File: config.mk
export PLATFORM = sky130hd
export DESIGN_NAME = rqt_top
export DESIGN_NICKNAME = d
export VERILOG_FILES = /design/src/hdl/rqt_pkg.sv /design/src/hdl/rqt_bus_if.sv /design/src/hdl/rqt_axil.sv /design/src/hdl/rqt_top.sv
export VERILOG_INCLUDE_DIRS = /design/src /design/src/hdl
export SDC_FILE = /design/constraint.sdc
export NUM_CORES = 1
export LEC_CHECK = 0
export ABC_AREA = 1
export BUFFER_PORTS_ARGS = -buffer_cell sky130_fd_sc_hd__buf_2
export CAP_MARGIN = 40
export CORE_MARGIN = 2
export CORE_UTILIZATION = 45
export DETAILED_ROUTE_END_ITERATION = 8
export GPL_TIMING_DRIVEN = 0
export MAX_ROUTING_LAYER = met4
export PLACE_DENSITY = 0.67
export SLEW_MARGIN = 20
export SYNTH_ARGS = -nofsm -noshare
export SYNTH_HDL_FRONTEND = slang
export SYNTH_SLANG_ARGS = --single-unit
File: constraint.sdc
create_clock -name SYS_CLK_I -period 1.89 [get_ports SYS_CLK_I]
set_clock_uncertainty 0.15 [all_clocks]
set_input_delay 0.189 -clock SYS_CLK_I [delete_from_list [all_inputs] [get_ports SYS_CLK_I]]
set_output_delay 0.189 -clock SYS_CLK_I [all_outputs]
set_load 0.02 [all_outputs]
File: src/hdl/rqt_consts.svh
// Purpose: constants for the reading query and trigger model block
// Assumes: AXI4-Lite slave with 32-bit data
// Notes:   offsets are byte addresses
`ifndef RQT_CONSTS_SVH
`define RQT_CONSTS_SVH

// ----------------------------------------------------------------
// register offsets
// ----------------------------------------------------------------
`define RQT_OFF_CTRL    8'h00
`define RQT_OFF_CMD     8'h04
`define RQT_OFF_STATUS  8'h08
`define RQT_OFF_RESULT  8'h0C
`define RQT_OFF_RAW     8'h10
`define RQT_OFF_MATH    8'h14
`define RQT_OFF_ERROR   8'h18
`define RQT_OFF_COUNT   8'h1C

// ----------------------------------------------------------------
// control fields
// ----------------------------------------------------------------
`define RQT_CTRL_REARM    0
`define RQT_CTRL_ORG_LO   1
`define RQT_CTRL_SAMP_LO  4

// ----------------------------------------------------------------
// reset values and error codes (8-bit magnitude of negative codes)
// ----------------------------------------------------------------
`define RQT_RST_ORIGIN    2'h0
`define RQT_RST_SAMPLES   8'h01
`define RQT_RST_TRIGCNT   8'h01
`define RQT_ERR_NONE      8'h00
`define RQT_ERR_INIT_IGN  8'hD5
`define RQT_ERR_DEADLOCK  8'hD6
`define RQT_ERR_NO_MEM    8'hE1
`define RQT_ERR_STALE     8'hE6

`endif

File: src/hdl/rqt_pkg.sv
// Purpose: types for the reading query and trigger model block
// Assumes: nothing
// Notes:   one-hot codes written out
package rqt_pkg;

  typedef enum logic [3:0] {
    CMD_NONE   = 4'h0,
    CMD_LATEST = 4'h1,
    CMD_TRIG   = 4'h2,
    CMD_ONCE   = 4'h3,
    CMD_UNSEEN = 4'h4,
    CMD_STALE  = 4'h5,
    CMD_ARM    = 4'h6,
    CMD_RESET  = 4'h7,
    CMD_RANGE  = 4'h8,
    CMD_MUNSEEN = 4'h9,
    CMD_MSTALE = 4'hA
  } rqt_cmd_e;

  typedef enum logic [3:0] {
    ST_IDLE = 4'b0001,
    ST_WAIT = 4'b0010,
    ST_ARM  = 4'b0100,
    ST_DONE = 4'b1000
  } rqt_state_e;

endpackage

File: src/hdl/rqt_bus_if.sv
// Purpose: register-file carrier between the top and the slave
// Assumes: single clock
// Notes:   write strobe pulses one cycle
`timescale 1ns/1ps
interface rqt_bus_if;
  logic        wr_en;
  logic [7:0]  wr_addr;
  logic [31:0] wr_data;
  logic [3:0]  wr_strb;
  logic [7:0]  rd_addr;
  logic        rd_en;
  logic [31:0] rd_data;
  logic        rd_ok;
  logic        wr_ok;

  modport slave (output wr_en, wr_addr, wr_data, wr_strb, rd_addr, rd_en,
                 input rd_data, rd_ok, wr_ok);
  modport core  (input wr_en, wr_addr, wr_data, wr_strb, rd_addr, rd_en,
                 output rd_data, rd_ok, wr_ok);
endinterface // rqt_bus_if

File: src/hdl/rqt_axil.sv
// Purpose: AXI4-Lite slave front end
// Assumes: one write and one read under way at a time
// Notes:   answer two cycles after address and data are both taken
`timescale 1ns/1ps
module rqt_axil
  import rqt_pkg::*;
(
  input  wire logic        clk_i,
  input  wire logic        rst_i,
  input  wire logic [7:0]  awaddr_i,
  input  wire logic        awvalid_i,
  output logic             awready_o,
  input  wire logic [31:0] wdata_i,
  input  wire logic [3:0]  wstrb_i,
  input  wire logic        wvalid_i,
  output logic             wready_o,
  output logic [1:0]       bresp_o,
  output logic             bvalid_o,
  input  wire logic        bready_i,
  input  wire logic [7:0]  araddr_i,
  input  wire logic        arvalid_i,
  output logic             arready_o,
  output logic [31:0]      rdata_o,
  output logic [1:0]       rresp_o,
  output logic             rvalid_o,
  input  wire logic        rready_i,
  rqt_bus_if.slave         bus
);
  logic       aw_have_reg;
  logic       w_have_reg;
  logic [7:0] aw_reg;
  logic       rd_pend_reg;
  wire        aw_take = awvalid_i && awready_o;
  wire        w_take  = wvalid_i && wready_o;
  wire        both    = (aw_have_reg || aw_take) && (w_have_reg || w_take) && !bvalid_o && !bus.wr_en;

  // ----------------------------------------------------------------
  // write channels, taken in either order
  // ----------------------------------------------------------------
  always_ff @(posedge clk_i) begin
    if (rst_i) begin
      awready_o   <= 1'b1;
      wready_o    <= 1'b1;
      aw_have_reg <= 1'b0;
      w_have_reg  <= 1'b0;
      aw_reg      <= 8'h00;
      bus.wr_en   <= 1'b0;
      bus.wr_addr <= 8'h00;
      bus.wr_data <= 32'h0000_0000;
      bus.wr_strb <= 4'h0;
      bvalid_o    <= 1'b0;
      bresp_o     <= 2'h0;
    end else begin
      bus.wr_en <= 1'b0;
      if (aw_take) begin
        aw_reg      <= awaddr_i;
        aw_have_reg <= 1'b1;
        awready_o   <= 1'b0;
      end
      if (w_take) begin
        bus.wr_data <= wdata_i;
        bus.wr_strb <= wstrb_i;
        w_have_reg  <= 1'b1;
        wready_o    <= 1'b0;
      end
      if (both) begin
        bus.wr_en   <= 1'b1;
        bus.wr_addr <= aw_take ? awaddr_i : aw_reg;
        aw_have_reg <= 1'b0;
        w_have_reg  <= 1'b0;
      end
      if (bus.wr_en) begin
        bvalid_o <= 1'b1;
        bresp_o  <= bus.wr_ok ? 2'h0 : 2'h2;
      end
      if (bvalid_o && bready_i) begin
        bvalid_o  <= 1'b0;
        awready_o <= 1'b1;
        wready_o  <= 1'b1;
      end
    end
  end

  // ----------------------------------------------------------------
  // read channel
  // ----------------------------------------------------------------
  always_ff @(posedge clk_i) begin
    if (rst_i) begin
      arready_o   <= 1'b1;
      bus.rd_en   <= 1'b0;
      bus.rd_addr <= 8'h00;
      rd_pend_reg <= 1'b0;
      rvalid_o    <= 1'b0;
      rdata_o     <= 32'h0000_0000;
      rresp_o     <= 2'h0;
    end else begin
      bus.rd_en <= 1'b0;
      if (arvalid_i && arready_o) begin
        bus.rd_addr <= araddr_i;
        bus.rd_en   <= 1'b1;
        arready_o   <= 1'b0;
        rd_pend_reg <= 1'b1;
      end
      if (rd_pend_reg && !bus.rd_en) begin
        rd_pend_reg <= 1'b0;
        rvalid_o    <= 1'b1;
        rdata_o     <= bus.rd_data;
        rresp_o     <= bus.rd_ok ? 2'h0 : 2'h2;
      end
      if (rvalid_o && rready_i) begin
        rvalid_o  <= 1'b0;
        arready_o <= 1'b1;
      end
    end
  end
endmodule // rqt_axil

File: src/hdl/rqt_top.sv
// Purpose: reading query and trigger model sequencer
// Assumes: 20 MHz clock, synchronous reset, AXI4-Lite access
// Notes:   front end delivers readings on a done pulse
// What this block does
// - latest query returns held reading, starts nothing, never waits
// - latest query with no valid reading posts stale error
// - held reading stays valid until new trigger or range/function change
// - multi-sample trigger readings go into the buffer
// - trigger query aborts to idle, arms, waits for new reading
// - trigger query delivers a newly taken reading unless it posts a deadlock or no-memory error
// - trigger query returns as many readings as the sample count
// - trigger query with bus or external origin posts deadlock error
// - with re-arming on, trigger query posts init-ignored yet returns fresh
// - general reset: re-arm off, origin immediate, repeat count one
// - one-shot query: function, immediate, count one, defaults, trigger, return
// - unseen query never triggers and never repeats a reading
// - unseen query waits for a reading in progress
// - stale-tolerant query returns last reading even when invalidated
// - math variants behave alike on math-scaled readings
// - stored buffer data locks out arm and multi-sample trigger query
// - reading-available bit set on completion; host checks it first
// - arm while running is ignored and posts init-ignored error
// - repeated unseen query posts stale error
`timescale 1ns/1ps
module rqt_top
  import rqt_pkg::*;
(
  input  wire logic        SYS_CLK_I,
  input  wire logic        RST_I,
  input  wire logic [7:0]  AWADDR_I,
  input  wire logic        AWVALID_I,
  output logic             AWREADY_O,
  input  wire logic [31:0] WDATA_I,
  input  wire logic [3:0]  WSTRB_I,
  input  wire logic        WVALID_I,
  output logic             WREADY_O,
  output logic [1:0]       BRESP_O,
  output logic             BVALID_O,
  input  wire logic        BREADY_I,
  input  wire logic [7:0]  ARADDR_I,
  input  wire logic        ARVALID_I,
  output logic             ARREADY_O,
  output logic [31:0]      RDATA_O,
  output logic [1:0]       RRESP_O,
  output logic             RVALID_O,
  input  wire logic        RREADY_I,
  input  wire logic        READING_DONE_I,
  input  wire logic [31:0] READING_RAW_I,
  input  wire logic [31:0] READING_MATH_I,
  input  wire logic        EXT_TRIG_I,
  input  wire logic        BUF_STORED_I,
  output logic             MEAS_START_O,
  output logic             MEAS_ABORT_O,
  output logic             LOAD_DEFAULTS_O,
  output logic [3:0]       FUNC_SEL_O,
  output logic             BUF_WRITE_O,
  output logic             BUSY_O
);
`include "rqt_consts.svh"

  rqt_bus_if bus ();

  rqt_axil u_axil (
    .clk_i     (SYS_CLK_I),
    .rst_i     (RST_I),
    .awaddr_i  (AWADDR_I),
    .awvalid_i (AWVALID_I),
    .awready_o (AWREADY_O),
    .wdata_i   (WDATA_I),
    .wstrb_i   (WSTRB_I),
    .wvalid_i  (WVALID_I),
    .wready_o  (WREADY_O),
    .bresp_o   (BRESP_O),
    .bvalid_o  (BVALID_O),
    .bready_i  (BREADY_I),
    .araddr_i  (ARADDR_I),
    .arvalid_i (ARVALID_I),
    .arready_o (ARREADY_O),
    .rdata_o   (RDATA_O),
    .rresp_o   (RRESP_O),
    .rvalid_o  (RVALID_O),
    .rready_i  (RREADY_I),
    .bus       (bus)
  );

  // ----------------------------------------------------------------
  // state
  // ----------------------------------------------------------------
  logic        auto_rearm_reg;
  logic [1:0]  trigger_origin_reg;
  logic [7:0]  samples_reg;
  logic [7:0]  trigger_repeat_count_reg;
  logic [31:0] raw_reg;
  logic [31:0] math_reg;
  logic [31:0] result_reg;
  logic        valid_reg;
  logic        fresh_reg;
  logic        reading_available_bit_reg;
  logic        result_ready_reg;
  logic [7:0]  error_reg;
  logic [7:0]  remain_reg;
  logic        pend_math_reg;
  logic        pend_unseen_reg;
  rqt_state_e  state_reg;

  // ----------------------------------------------------------------
  // command decode
  // ----------------------------------------------------------------
  function automatic logic hit(input logic [7:0] a, input logic [7:0] off);
    return a == off;
  endfunction

  wire        wr_cmd   = bus.wr_en && hit(bus.wr_addr, `RQT_OFF_CMD) && bus.wr_strb[0];
  wire        wr_ctrl  = bus.wr_en && hit(bus.wr_addr, `RQT_OFF_CTRL);
  wire [3:0]  cmd_code = bus.wr_data[3:0];
  wire [3:0]  cmd_func = bus.wr_data[7:4];
  wire        running  = (state_reg != ST_IDLE) || auto_rearm_reg;
  wire        ext_org  = trigger_origin_reg != `RQT_RST_ORIGIN;
  wire        locked   = BUF_STORED_I;
  wire        multi    = samples_reg > 8'h01;
  wire        is_cmd   = wr_cmd && (cmd_code inside {CMD_LATEST, CMD_TRIG, CMD_ONCE, CMD_UNSEEN, CMD_STALE,
                                                    CMD_ARM, CMD_RESET, CMD_RANGE, CMD_MUNSEEN, CMD_MSTALE});
  wire        got      = READING_DONE_I;
  wire        rd_reg   = bus.rd_en && hit(bus.rd_addr, `RQT_OFF_RESULT);
  wire        wr_known = hit(bus.wr_addr, `RQT_OFF_CTRL) || hit(bus.wr_addr, `RQT_OFF_CMD);

  // ----------------------------------------------------------------
  // register read mux
  // ----------------------------------------------------------------
  logic [31:0] rd_mux;
  logic        rd_hit;
  always_comb begin
    rd_hit = 1'b1;
    case (bus.rd_addr)
      `RQT_OFF_CTRL:   rd_mux = {12'h000, samples_reg, 5'h00, trigger_origin_reg, auto_rearm_reg,
                                 trigger_repeat_count_reg[3:0]};
      `RQT_OFF_STATUS: rd_mux = {24'h0000_00, state_reg, result_ready_reg, reading_available_bit_reg,
                                 fresh_reg, valid_reg};
      `RQT_OFF_RESULT: rd_mux = result_reg;
      `RQT_OFF_RAW:    rd_mux = raw_reg;
      `RQT_OFF_MATH:   rd_mux = math_reg;
      `RQT_OFF_ERROR:  rd_mux = {24'h0000_00, error_reg};
      `RQT_OFF_COUNT:  rd_mux = {16'h0000, trigger_repeat_count_reg, remain_reg};
      default: begin
        rd_mux = 32'h0000_0000;
        rd_hit = 1'b0;
      end
    endcase
  end
  assign bus.rd_data = rd_mux;
  assign bus.rd_ok   = rd_hit;
  assign bus.wr_ok   = wr_known;

  // ----------------------------------------------------------------
  // configuration
  // ----------------------------------------------------------------
  always_ff @(posedge SYS_CLK_I) begin
    if (RST_I || (is_cmd && cmd_code == CMD_RESET)) begin
      auto_rearm_reg           <= 1'b0;
      trigger_origin_reg       <= `RQT_RST_ORIGIN;
      trigger_repeat_count_reg <= `RQT_RST_TRIGCNT;
      samples_reg              <= `RQT_RST_SAMPLES;
    end else if (is_cmd && cmd_code == CMD_ONCE) begin
      trigger_origin_reg       <= `RQT_RST_ORIGIN;
      trigger_repeat_count_reg <= `RQT_RST_TRIGCNT;
      samples_reg              <= `RQT_RST_SAMPLES;
    end else if (wr_ctrl) begin
      auto_rearm_reg     <= bus.wr_data[`RQT_CTRL_REARM];
      trigger_origin_reg <= bus.wr_data[`RQT_CTRL_ORG_LO +: 2];
      samples_reg        <= bus.wr_data[`RQT_CTRL_SAMP_LO +: 8];
    end
  end

  // ----------------------------------------------------------------
  // held reading and flags
  // ----------------------------------------------------------------
  wire abort_now = is_cmd && (cmd_code == CMD_TRIG || cmd_code == CMD_ONCE) && !(cmd_code == CMD_TRIG &&
                   (ext_org || (locked && multi)));
  wire inval     = abort_now || (is_cmd && cmd_code == CMD_RANGE);
  wire take_un   = is_cmd && (cmd_code == CMD_UNSEEN || cmd_code == CMD_MUNSEEN) && fresh_reg;

  always_ff @(posedge SYS_CLK_I) begin
    if (RST_I) begin
      raw_reg   <= 32'h0000_0000;
      math_reg  <= 32'h0000_0000;
      valid_reg <= 1'b0;
      fresh_reg <= 1'b0;
      reading_available_bit_reg <= 1'b0;
    end else begin
      if (inval) begin
        valid_reg <= 1'b0;
        fresh_reg <= 1'b0;
        reading_available_bit_reg <= 1'b0;
      end else if (take_un) begin
        fresh_reg <= 1'b0;
      end
      if (got) begin
        raw_reg   <= READING_RAW_I;
        math_reg  <= READING_MATH_I;
        valid_reg <= 1'b1;
        fresh_reg <= !pend_unseen_reg;                  // set wins, unless a waiting query takes it
        reading_available_bit_reg <= 1'b1;
      end
    end
  end

  // ----------------------------------------------------------------
  // trigger model and query sequencer
  // ----------------------------------------------------------------
  always_ff @(posedge SYS_CLK_I) begin
    if (RST_I) begin
      state_reg        <= ST_IDLE;
      result_reg       <= 32'h0000_0000;
      result_ready_reg <= 1'b0;
      error_reg        <= `RQT_ERR_NONE;
      remain_reg       <= 8'h00;
      pend_math_reg    <= 1'b0;
      pend_unseen_reg  <= 1'b0;
      MEAS_START_O     <= 1'b0;
      MEAS_ABORT_O     <= 1'b0;
      LOAD_DEFAULTS_O  <= 1'b0;
      FUNC_SEL_O       <= 4'h0;
      BUF_WRITE_O      <= 1'b0;
      BUSY_O           <= 1'b0;
    end else begin
      MEAS_START_O    <= 1'b0;
      MEAS_ABORT_O    <= 1'b0;
      LOAD_DEFAULTS_O <= 1'b0;
      BUF_WRITE_O     <= 1'b0;
      if (rd_reg) begin
        result_ready_reg <= 1'b0;
      end
      // a pending unseen query completes on the next reading
      if (pend_unseen_reg && got) begin
        result_reg       <= pend_math_reg ? READING_MATH_I : READING_RAW_I;
        result_ready_reg <= 1'b1;
        pend_unseen_reg  <= 1'b0;
      end
      case (state_reg)
        ST_IDLE: begin
          if (is_cmd) begin
            case (cmd_code)
              CMD_LATEST: begin
                if (valid_reg) begin
                  result_reg       <= raw_reg;
                  result_ready_reg <= 1'b1;
                end else begin
                  error_reg <= `RQT_ERR_STALE;
                end
              end
              CMD_STALE, CMD_MSTALE: begin
                result_reg       <= (cmd_code == CMD_MSTALE) ? math_reg : raw_reg;
                result_ready_reg <= 1'b1;
              end
              CMD_UNSEEN, CMD_MUNSEEN: begin
                if (fresh_reg) begin
                  result_reg       <= (cmd_code == CMD_MUNSEEN) ? math_reg : raw_reg;
                  result_ready_reg <= 1'b1;
                end else if (BUSY_O) begin
                  pend_unseen_reg <= 1'b1;
                  pend_math_reg   <= cmd_code == CMD_MUNSEEN;
                end else begin
                  error_reg <= `RQT_ERR_STALE;
                end
              end
              CMD_ARM: begin
                if (locked) begin
                  error_reg <= `RQT_ERR_NO_MEM;
                end else if (running) begin
                  error_reg <= `RQT_ERR_INIT_IGN;
                end else begin
                  state_reg  <= ST_ARM;
                  remain_reg <= samples_reg;
                end
              end
              CMD_TRIG, CMD_ONCE: begin
                if (cmd_code == CMD_TRIG && ext_org) begin
                  error_reg <= `RQT_ERR_DEADLOCK;
                end else if (cmd_code == CMD_TRIG && locked && multi) begin
                  error_reg <= `RQT_ERR_NO_MEM;
                end else begin
                  if (cmd_code == CMD_TRIG && auto_rearm_reg) begin
                    error_reg <= `RQT_ERR_INIT_IGN;
                  end
                  if (cmd_code == CMD_ONCE) begin
                    FUNC_SEL_O      <= cmd_func;
                    LOAD_DEFAULTS_O <= 1'b1;
                  end
                  MEAS_ABORT_O <= 1'b1;
                  remain_reg   <= (cmd_code == CMD_ONCE) ? 8'h01 : samples_reg;
                  state_reg    <= ST_WAIT;
                end
              end
              default: begin
              end
            endcase
          end
        end
        ST_ARM: begin
          MEAS_START_O <= 1'b1;
          BUSY_O       <= 1'b1;
          state_reg    <= ST_DONE;
        end
        ST_WAIT: begin
          MEAS_START_O <= 1'b1;                         // arm out of idle after abort
          BUSY_O       <= 1'b1;
          state_reg    <= ST_DONE;
          result_ready_reg <= 1'b0;
        end
        ST_DONE: begin
          if (is_cmd && (cmd_code == CMD_UNSEEN || cmd_code == CMD_MUNSEEN)) begin
            pend_unseen_reg <= 1'b1;
            pend_math_reg   <= cmd_code == CMD_MUNSEEN;
          end
          if (is_cmd && cmd_code == CMD_ARM) begin
            error_reg <= `RQT_ERR_INIT_IGN;
          end
          if (got) begin
            result_reg       <= (pend_unseen_reg && pend_math_reg) ? READING_MATH_I : READING_RAW_I;
            result_ready_reg <= 1'b1;
            BUF_WRITE_O      <= multi;
            if (remain_reg <= 8'h01) begin
              remain_reg <= 8'h00;
              BUSY_O     <= 1'b0;
              state_reg  <= ST_IDLE;
            end else begin
              remain_reg   <= remain_reg - 8'h01;
              MEAS_START_O <= 1'b1;
            end
          end
        end
        default: state_reg <= ST_IDLE;
      endcase
    end
  end

endmodule // rqt_top

# Word-level counts from Yosys, hierarchy flattened
# Cells that the tools add are included.
# word_totals
reg_bits,224
input_bits,126
out_inout_bits,50
elab_cells,245
# op_classes
n_addsub,1
magnitude_cmp,2
eq_ne,41
n_mux,83
n_bitwise,8
reduce_logical,72
# op_table
cell,count
32-bit 2-to-1 mux,9
32-bit case mux with 7 select lines,1
8-bit 2-to-1 mux,19
32-bit case mux with 3 select lines,1
32-bit case mux with 2 select lines,1
8-bit case mux with 2 select lines,3
"8-bit by 5-bit equality test with 1-bit output, second input constant",4
8-bit case mux with 4 select lines,1
1-bit 2-to-1 mux,31
1-bit logical AND,30
4-bit 2-to-1 mux,7
"3-bit != test, second input constant",7
"4-bit by 3-bit equality test with 1-bit output, second input constant",5
2-bit OR reduction,9
"4-bit equality test, second input constant",4
"8-bit by 4-bit equality test with 1-bit output, second input constant",2
8-bit logical NOT,2
8-bit AND reduction,2
"2-bit != test, second input constant",7
"4-bit by 2-bit equality test with 1-bit output, second input constant",3
4-bit case mux with 3 select lines,1
6-bit AND reduction,2
10-bit nonzero test,1
1-bit logical OR,9
other kinds (26),46

# Logic depth before layout (Yosys ltp)
# logic_depth
ltp_word,9
depth_mapped,13
depth_no_buf,13

# Cells and area by module
# From an unflattened synthesis, not the netlist that was laid out.
# unflattened
hier_cells,2059
hier_area_um2,13255.2
# modules_own_cells
mod,n_inst,cells_per_inst,area_per_inst_um2,seq_area_each_um2
rqt_top,1,1601,9524.1,2782.7
rqt_axil,1,458,3731.1,2082.0

# Worst setup path after synthesis
# OpenSTA, ideal clock, no wires.
# synth_timing
kind,register to register
startpoint,register remain_reg[0]
endpoint,register state_reg[3]
setup_time_ns,0.110
t_arrival_ns,1.570
t_required_ns,1.630
setup_slack_ns,0.060
stages_incl_launch_ff,10
path_buffers,0
synth_period_minus_slack_ns,1.830
cell_sequence,dfxtp_1 -> inv_1 -> ha_1 -> o21ai_0 -> o21ai_0 -> inv_1 -> nor2_1 -> nand2_1 -> nand2_1 -> inv_1
# synth_between
elab_chain_len,3
# synth_rtl
item,line_no,text
from (decl),rqt_top.sv:101,logic [7:0] remain_reg;
from (signal assigned),rqt_top.sv:273,remain_reg <= samples_reg;
from (signal assigned),rqt_top.sv:290,remain_reg <= (cmd_code == CMD_ONCE) ? 8'h01 : samples_reg;
from (signal assigned),rqt_top.sv:327,remain_reg <= remain_reg - 8'h01;
8-bit by 1-bit <= comparator with 1-bit output,rqt_top.sv:322,if (remain_reg <= 8'h01) begin
2-bit != test (no source line),--,
8-bit AND reduction (no source line),--,
to (signal assigned),rqt_top.sv:307,state_reg <= ST_DONE;
to (signal assigned),rqt_top.sv:325,state_reg <= ST_IDLE;
to (signal assigned),rqt_top.sv:332,default: state_reg <= ST_IDLE;
to (decl),rqt_top.sv:104,rqt_state_e state_reg;
# Every way passes these cells.
# A chain may end at the register's enable or synchronous reset.

# Worst setup path in the final report
# layout_timing
startpoint,register u_axil.bus.wr_data[0]
endpoint,register result_reg[0]
# layout_between
elab_chain_len,6
elab_cells_between_ends,20
classes_between,10 x eq/ne; 6 x mux; 4 x reduce/logical
# layout_rtl
item,line_no,text
from (decl),rqt_bus_if.sv:16,"modport slave (output wr_en, wr_addr, wr_data, wr_strb, rd_addr, rd_en,"
from (signal assigned),rqt_axil.sv:61,bus.wr_data <= wdata_i;
4-bit equality test,"rqt_top.sv:121, rqt_top.sv:242, rqt_top.sv:257",
32-bit 2-to-1 mux,rqt_top.sv:257,result_reg <= (cmd_code == CMD_MUNSEEN) ? math_reg : raw_reg;
32-bit 2-to-1 mux,rqt_top.sv:256,if (fresh_reg) begin
32-bit case mux with 3 select lines,rqt_top.sv:242,case (cmd_code)
32-bit 2-to-1 mux (*),rqt_top.sv:241,if (is_cmd) begin
32-bit case mux with 2 select lines (*),rqt_top.sv:239,case (state_reg)
to (signal assigned),rqt_top.sv:245,result_reg <= raw_reg;
to (signal assigned),rqt_top.sv:252,result_reg <= (cmd_code == CMD_MSTALE) ? math_reg : raw_reg;
to (signal assigned),rqt_top.sv:257,
to (decl),rqt_top.sv:95,logic [31:0] result_reg;
# Mark *: on every way between the ends. The rest lies on a longest branch, timed or not.

==> results.py <==
metrics = {
    "outcome": {
        "outcome": "complete, but fails checks",
        "violations": "negative setup slack",
    },
    "clock_network": {
        "cts-root-buf": "clkbuf_16",
        "clk_pin_slew_ps": 70,
        "clock_path_buffers": 3,
        "numCtsBuffers": 24,
        "h-tree-depth": 1,
        "cts_tree": "yes",
        "worst_skew_pair.late_latency_ps": 530,
        "numClockSinks": 220,
    },
    "yosys": {
        "synth.distinct_cells": 41,
        "ys_top_cells_by_area": "dfxtp_1 39%, nand2_1 17%, nor2_1 7.8%, a21oi_1 6.5%, o21ai_0 5.9%",
        "ys.warnings.count": 0,
        "yosysMostFrequentCell": "nand2_1",
        "synth_edf_count": 0,
        "async_reset_ff_frac": 0,
        "avgSynthCellArea_sq_um": 6.41,
        "synthesis.area_sq_um": 11200,
        "synth_top_cell_area_share": 0.394,
        "seq_area_frac_synth": 0.394,
        "synthTopCellsByCount": "507 x nand2_1, 231 x nor2_1, 220 x dfxtp_1, 159 x inv_1, 144 x a21oi_1",
        "synthCells": 1742,
        "synth_ff_type": "dfxtp_1",
        "synth_largest_area_cell": "dfxtp_1",
        "ys_seq_elements": 220,
    },
    "drt": {
        "drtIter0Drc": 1648,
        "drc": 0,
        "vias": 13600,
        "vias_per_cell": 5.64,
        "wl_per_cell_um": 18.9,
        "totalWireLength_um": 45700,
        "postRouteAntennaNets": 0,
        "first_pass_iters": 8,
    },
    "grt": {
        "grt_pass1_wl_um": 68200,
        "antenna_found_initial": 1,
        "grt_max_degree": 14,
        "grt_usage": 0.344,
        "grt_pass1_vias": 12600,
        "grt_remaining_overflow": 0,
    },
    "final_layout": {
        "drive_gt1_frac": 0.206,
        "fill_cells": 2237,
        "multi_input_area_sq_um": 6230,
        "nNetsFinal": 2200,
        "syn_to_final_growth_pct": 38.4,
        "seq_area_sq_um": 4430,
    },
    "worst_setup_path": {
        "crit_arrival_ps": 2310,
        "critPathLaunchType": "flip-flop",
        "crit_path_max_fanout": 6,
        "crit_slowest_cell": "dfxtp_4",
        "cp.required_ps": 2140,
        "end_kind": "flip-flop",
        "cpMostUsedCell": "nor2_4",
        "reg2regPathDepth": 13,
        "cpPeakStageDelay_ps": 380,
        "worstSetupPathType": "flip-flop to flip-flop",
        "path_cells": "inv_6 -> nor2_4 -> nand2_4 -> nand3_4 -> nor2_4 -> nor2_4 -> nand2_2 -> nor2_4 -> buf_12 -> buf_8 -> nor2_1 -> nor2_1 -> nor2_1",
        "rr_startpoint": "u_axil.bus.wr_data[0]$_SDFFE_PP0P_",
        "r2r_setup_slack_ps": -170,
        "worstReg2RegEnd": "result_reg[0]$_SDFF_PP0_",
    },
    "place": {
        "detailed_place_hpwl_um": 29700,
        "gp_congestion": 0.962,
        "io_buffers": 147,
        "place_ws_ps": -751,
    },
    "die": {
        "pin_count": 176,
        "dieArea_sq_um": 26100,
        "initial_core_util": 0.459,
        "num_rows": 57,
        "die_w_um": 162,
        "die_h_um": 162,
        "core_sq_um": 24300,
    },
    "sta": {
        "slew_violations": 0,
        "rsz0062_at_grt": "yes",
        "max_freq_ghz": 0.486,
        "setup_viol": 45,
        "slew_headroom": 0.467,
        "worst_pin_slew_ps": 799,
        "hold_violations": 0,
        "layout_setup_ws_ps": -169,
        "final.min_clock_period_ps": 2060,
        "period_share": 1.09,
    },
    "worst_hold_path": {
        "min_to": "fresh_reg$_SDFFE_PP0P_",
        "min_path_type": "input port to flip-flop",
        "hp-start": "READING_DONE_I",
        "holdPathStages": 4,
    },
    "power_and_ir_drop": {
        "powerDensity_nw_per_um2": 844,
        "power.total_w": 0.0131,
        "p_leak_nw": 7.10,
        "ir_worst_vdd_mv": 0.721,
    },
    "run": {
        "maxCapViolations": 0,
    },
}
final cells by class:
type                    count  area share
repair buffers            303       0.145
multi-input cells        1266       0.403
well taps                 324      0.0262
clock buffers              39      0.0491
flip-flops and latches    220       0.287
diodes                      1    0.000162
plain buffers              87      0.0369
inverters                 170      0.0445
clock inverters             5     0.00826
power by group:
| part | total (W) | switching (W) | internal (W) |
|---|---|---|---|
| Combinational | 0.00273 | 0.00179 | 0.000947 |
| Clock | 0.00526 | 0.00198 | 0.00328 |
| Sequential | 0.00506 | 0.000192 | 0.00486 |
| Total | 0.0131 | 0.00396 | 0.00909 |
what timing repair did:
item,CTS,global route
pin swaps,14,33
cloned,4,2
gates resized for setup,156,138
hold endpoints to repair,116,0
setup endpoints to repair,133,122
buffers inserted,21,26
hold buffers,100,0
critical path: cells and delay by family, from the launching register on:
kind | cells | cell delay, ps
and+or+nand+nor | 10 | 1010
DFF | 1 | 380
buffers and inverters | 3 | 360
worst max-delay path by stage:
stage / from / endpoint / cells after the start
final: u_axil.bus.wr_data[0]$_SDFFE_PP0P_ / result_reg[0]$_SDFF_PP0_ / 13
after global routing: u_axil.bus.wr_data[0]$_SDFFE_PP0P_ / result_reg[0]$_SDFF_PP0_ / 13
after CTS: state_reg[2]$_SDFFE_PP0P_ / result_reg[26]$_SDFF_PP0_ / 11
after detailed placement: RST_I / raw_reg[5]$_SDFFE_PP0P_ / 7
after global placement: RST_I / raw_reg[31]$_SDFFE_PP0P_ / 5
after floorplan: remain_reg[0]$_SDFFE_PP0P_ / state_reg[3]$_SDFFE_PP0P_ / 9
cells in the final DEF (no fill, tap or decap), types with 56 or more instances in the layout:
| master | synthesis | final |
|---|---|---|
| o21ai_0 | 132 | 128 |
| a21oi_1 | 144 | 142 |
| nand2_1 | 507 | 474 |
| inv_1 | 159 | 148 |
| buf_4 | 8 | 56 |
| nor2_1 | 231 | 203 |
| buf_2 | 15 | 156 |
| nand3_1 | 92 | 83 |
| dfxtp_1 | 220 | 207 |
| dlygate4sd3_1 | 0 | 100 |
routing by layer:
| layer | part of all wire | track usage | up-vias | wire, um |
|---|---|---|---|---|
| li1 | - | - | 6339 | - |
| met1 | 0.38 | 0.421 | 6180 | 17400 |
| met2 | 0.46 | 0.561 | 920 | 21000 |
| met3 | 0.11 | 0.0562 | 188 | 4930 |
| met4 | 0.051 | 0.151 | 0 | 2340 |
| met5 | 0 | - | - | 0 |
through the flow:
stage | instance area, sq um | setup TNS (ps) | hold WS, ps | cells | util
floorplan | 11200 | 0 | 176 | 1743 | -
CTS | 14800 | -4230 | 19.8 | 2385 | 0.610
global route | 15500 | -9720 | 105 | 2415 | 0.636
detailed placement | 12300 | -76930 | 273 | 2216 | 0.507
global placement | 12300 | -88180 | 272 | 2214 | 0.506
finish | 15500 | -4040 | 77.8 | 2415 | 0.636
logic make-up after synthesis:
family,share of synthesized area
and+or+nand+nor,0.310
DFF,0.394
xor gates and xnor gates,0.00314
adders and majority gates,0.00224
other,0.000336
buffers and inverters,0.0907
AOI/OAI and AO/OA,0.192
muxes,0.00717
Note: power is estimated with default switching activity, not from simulation.
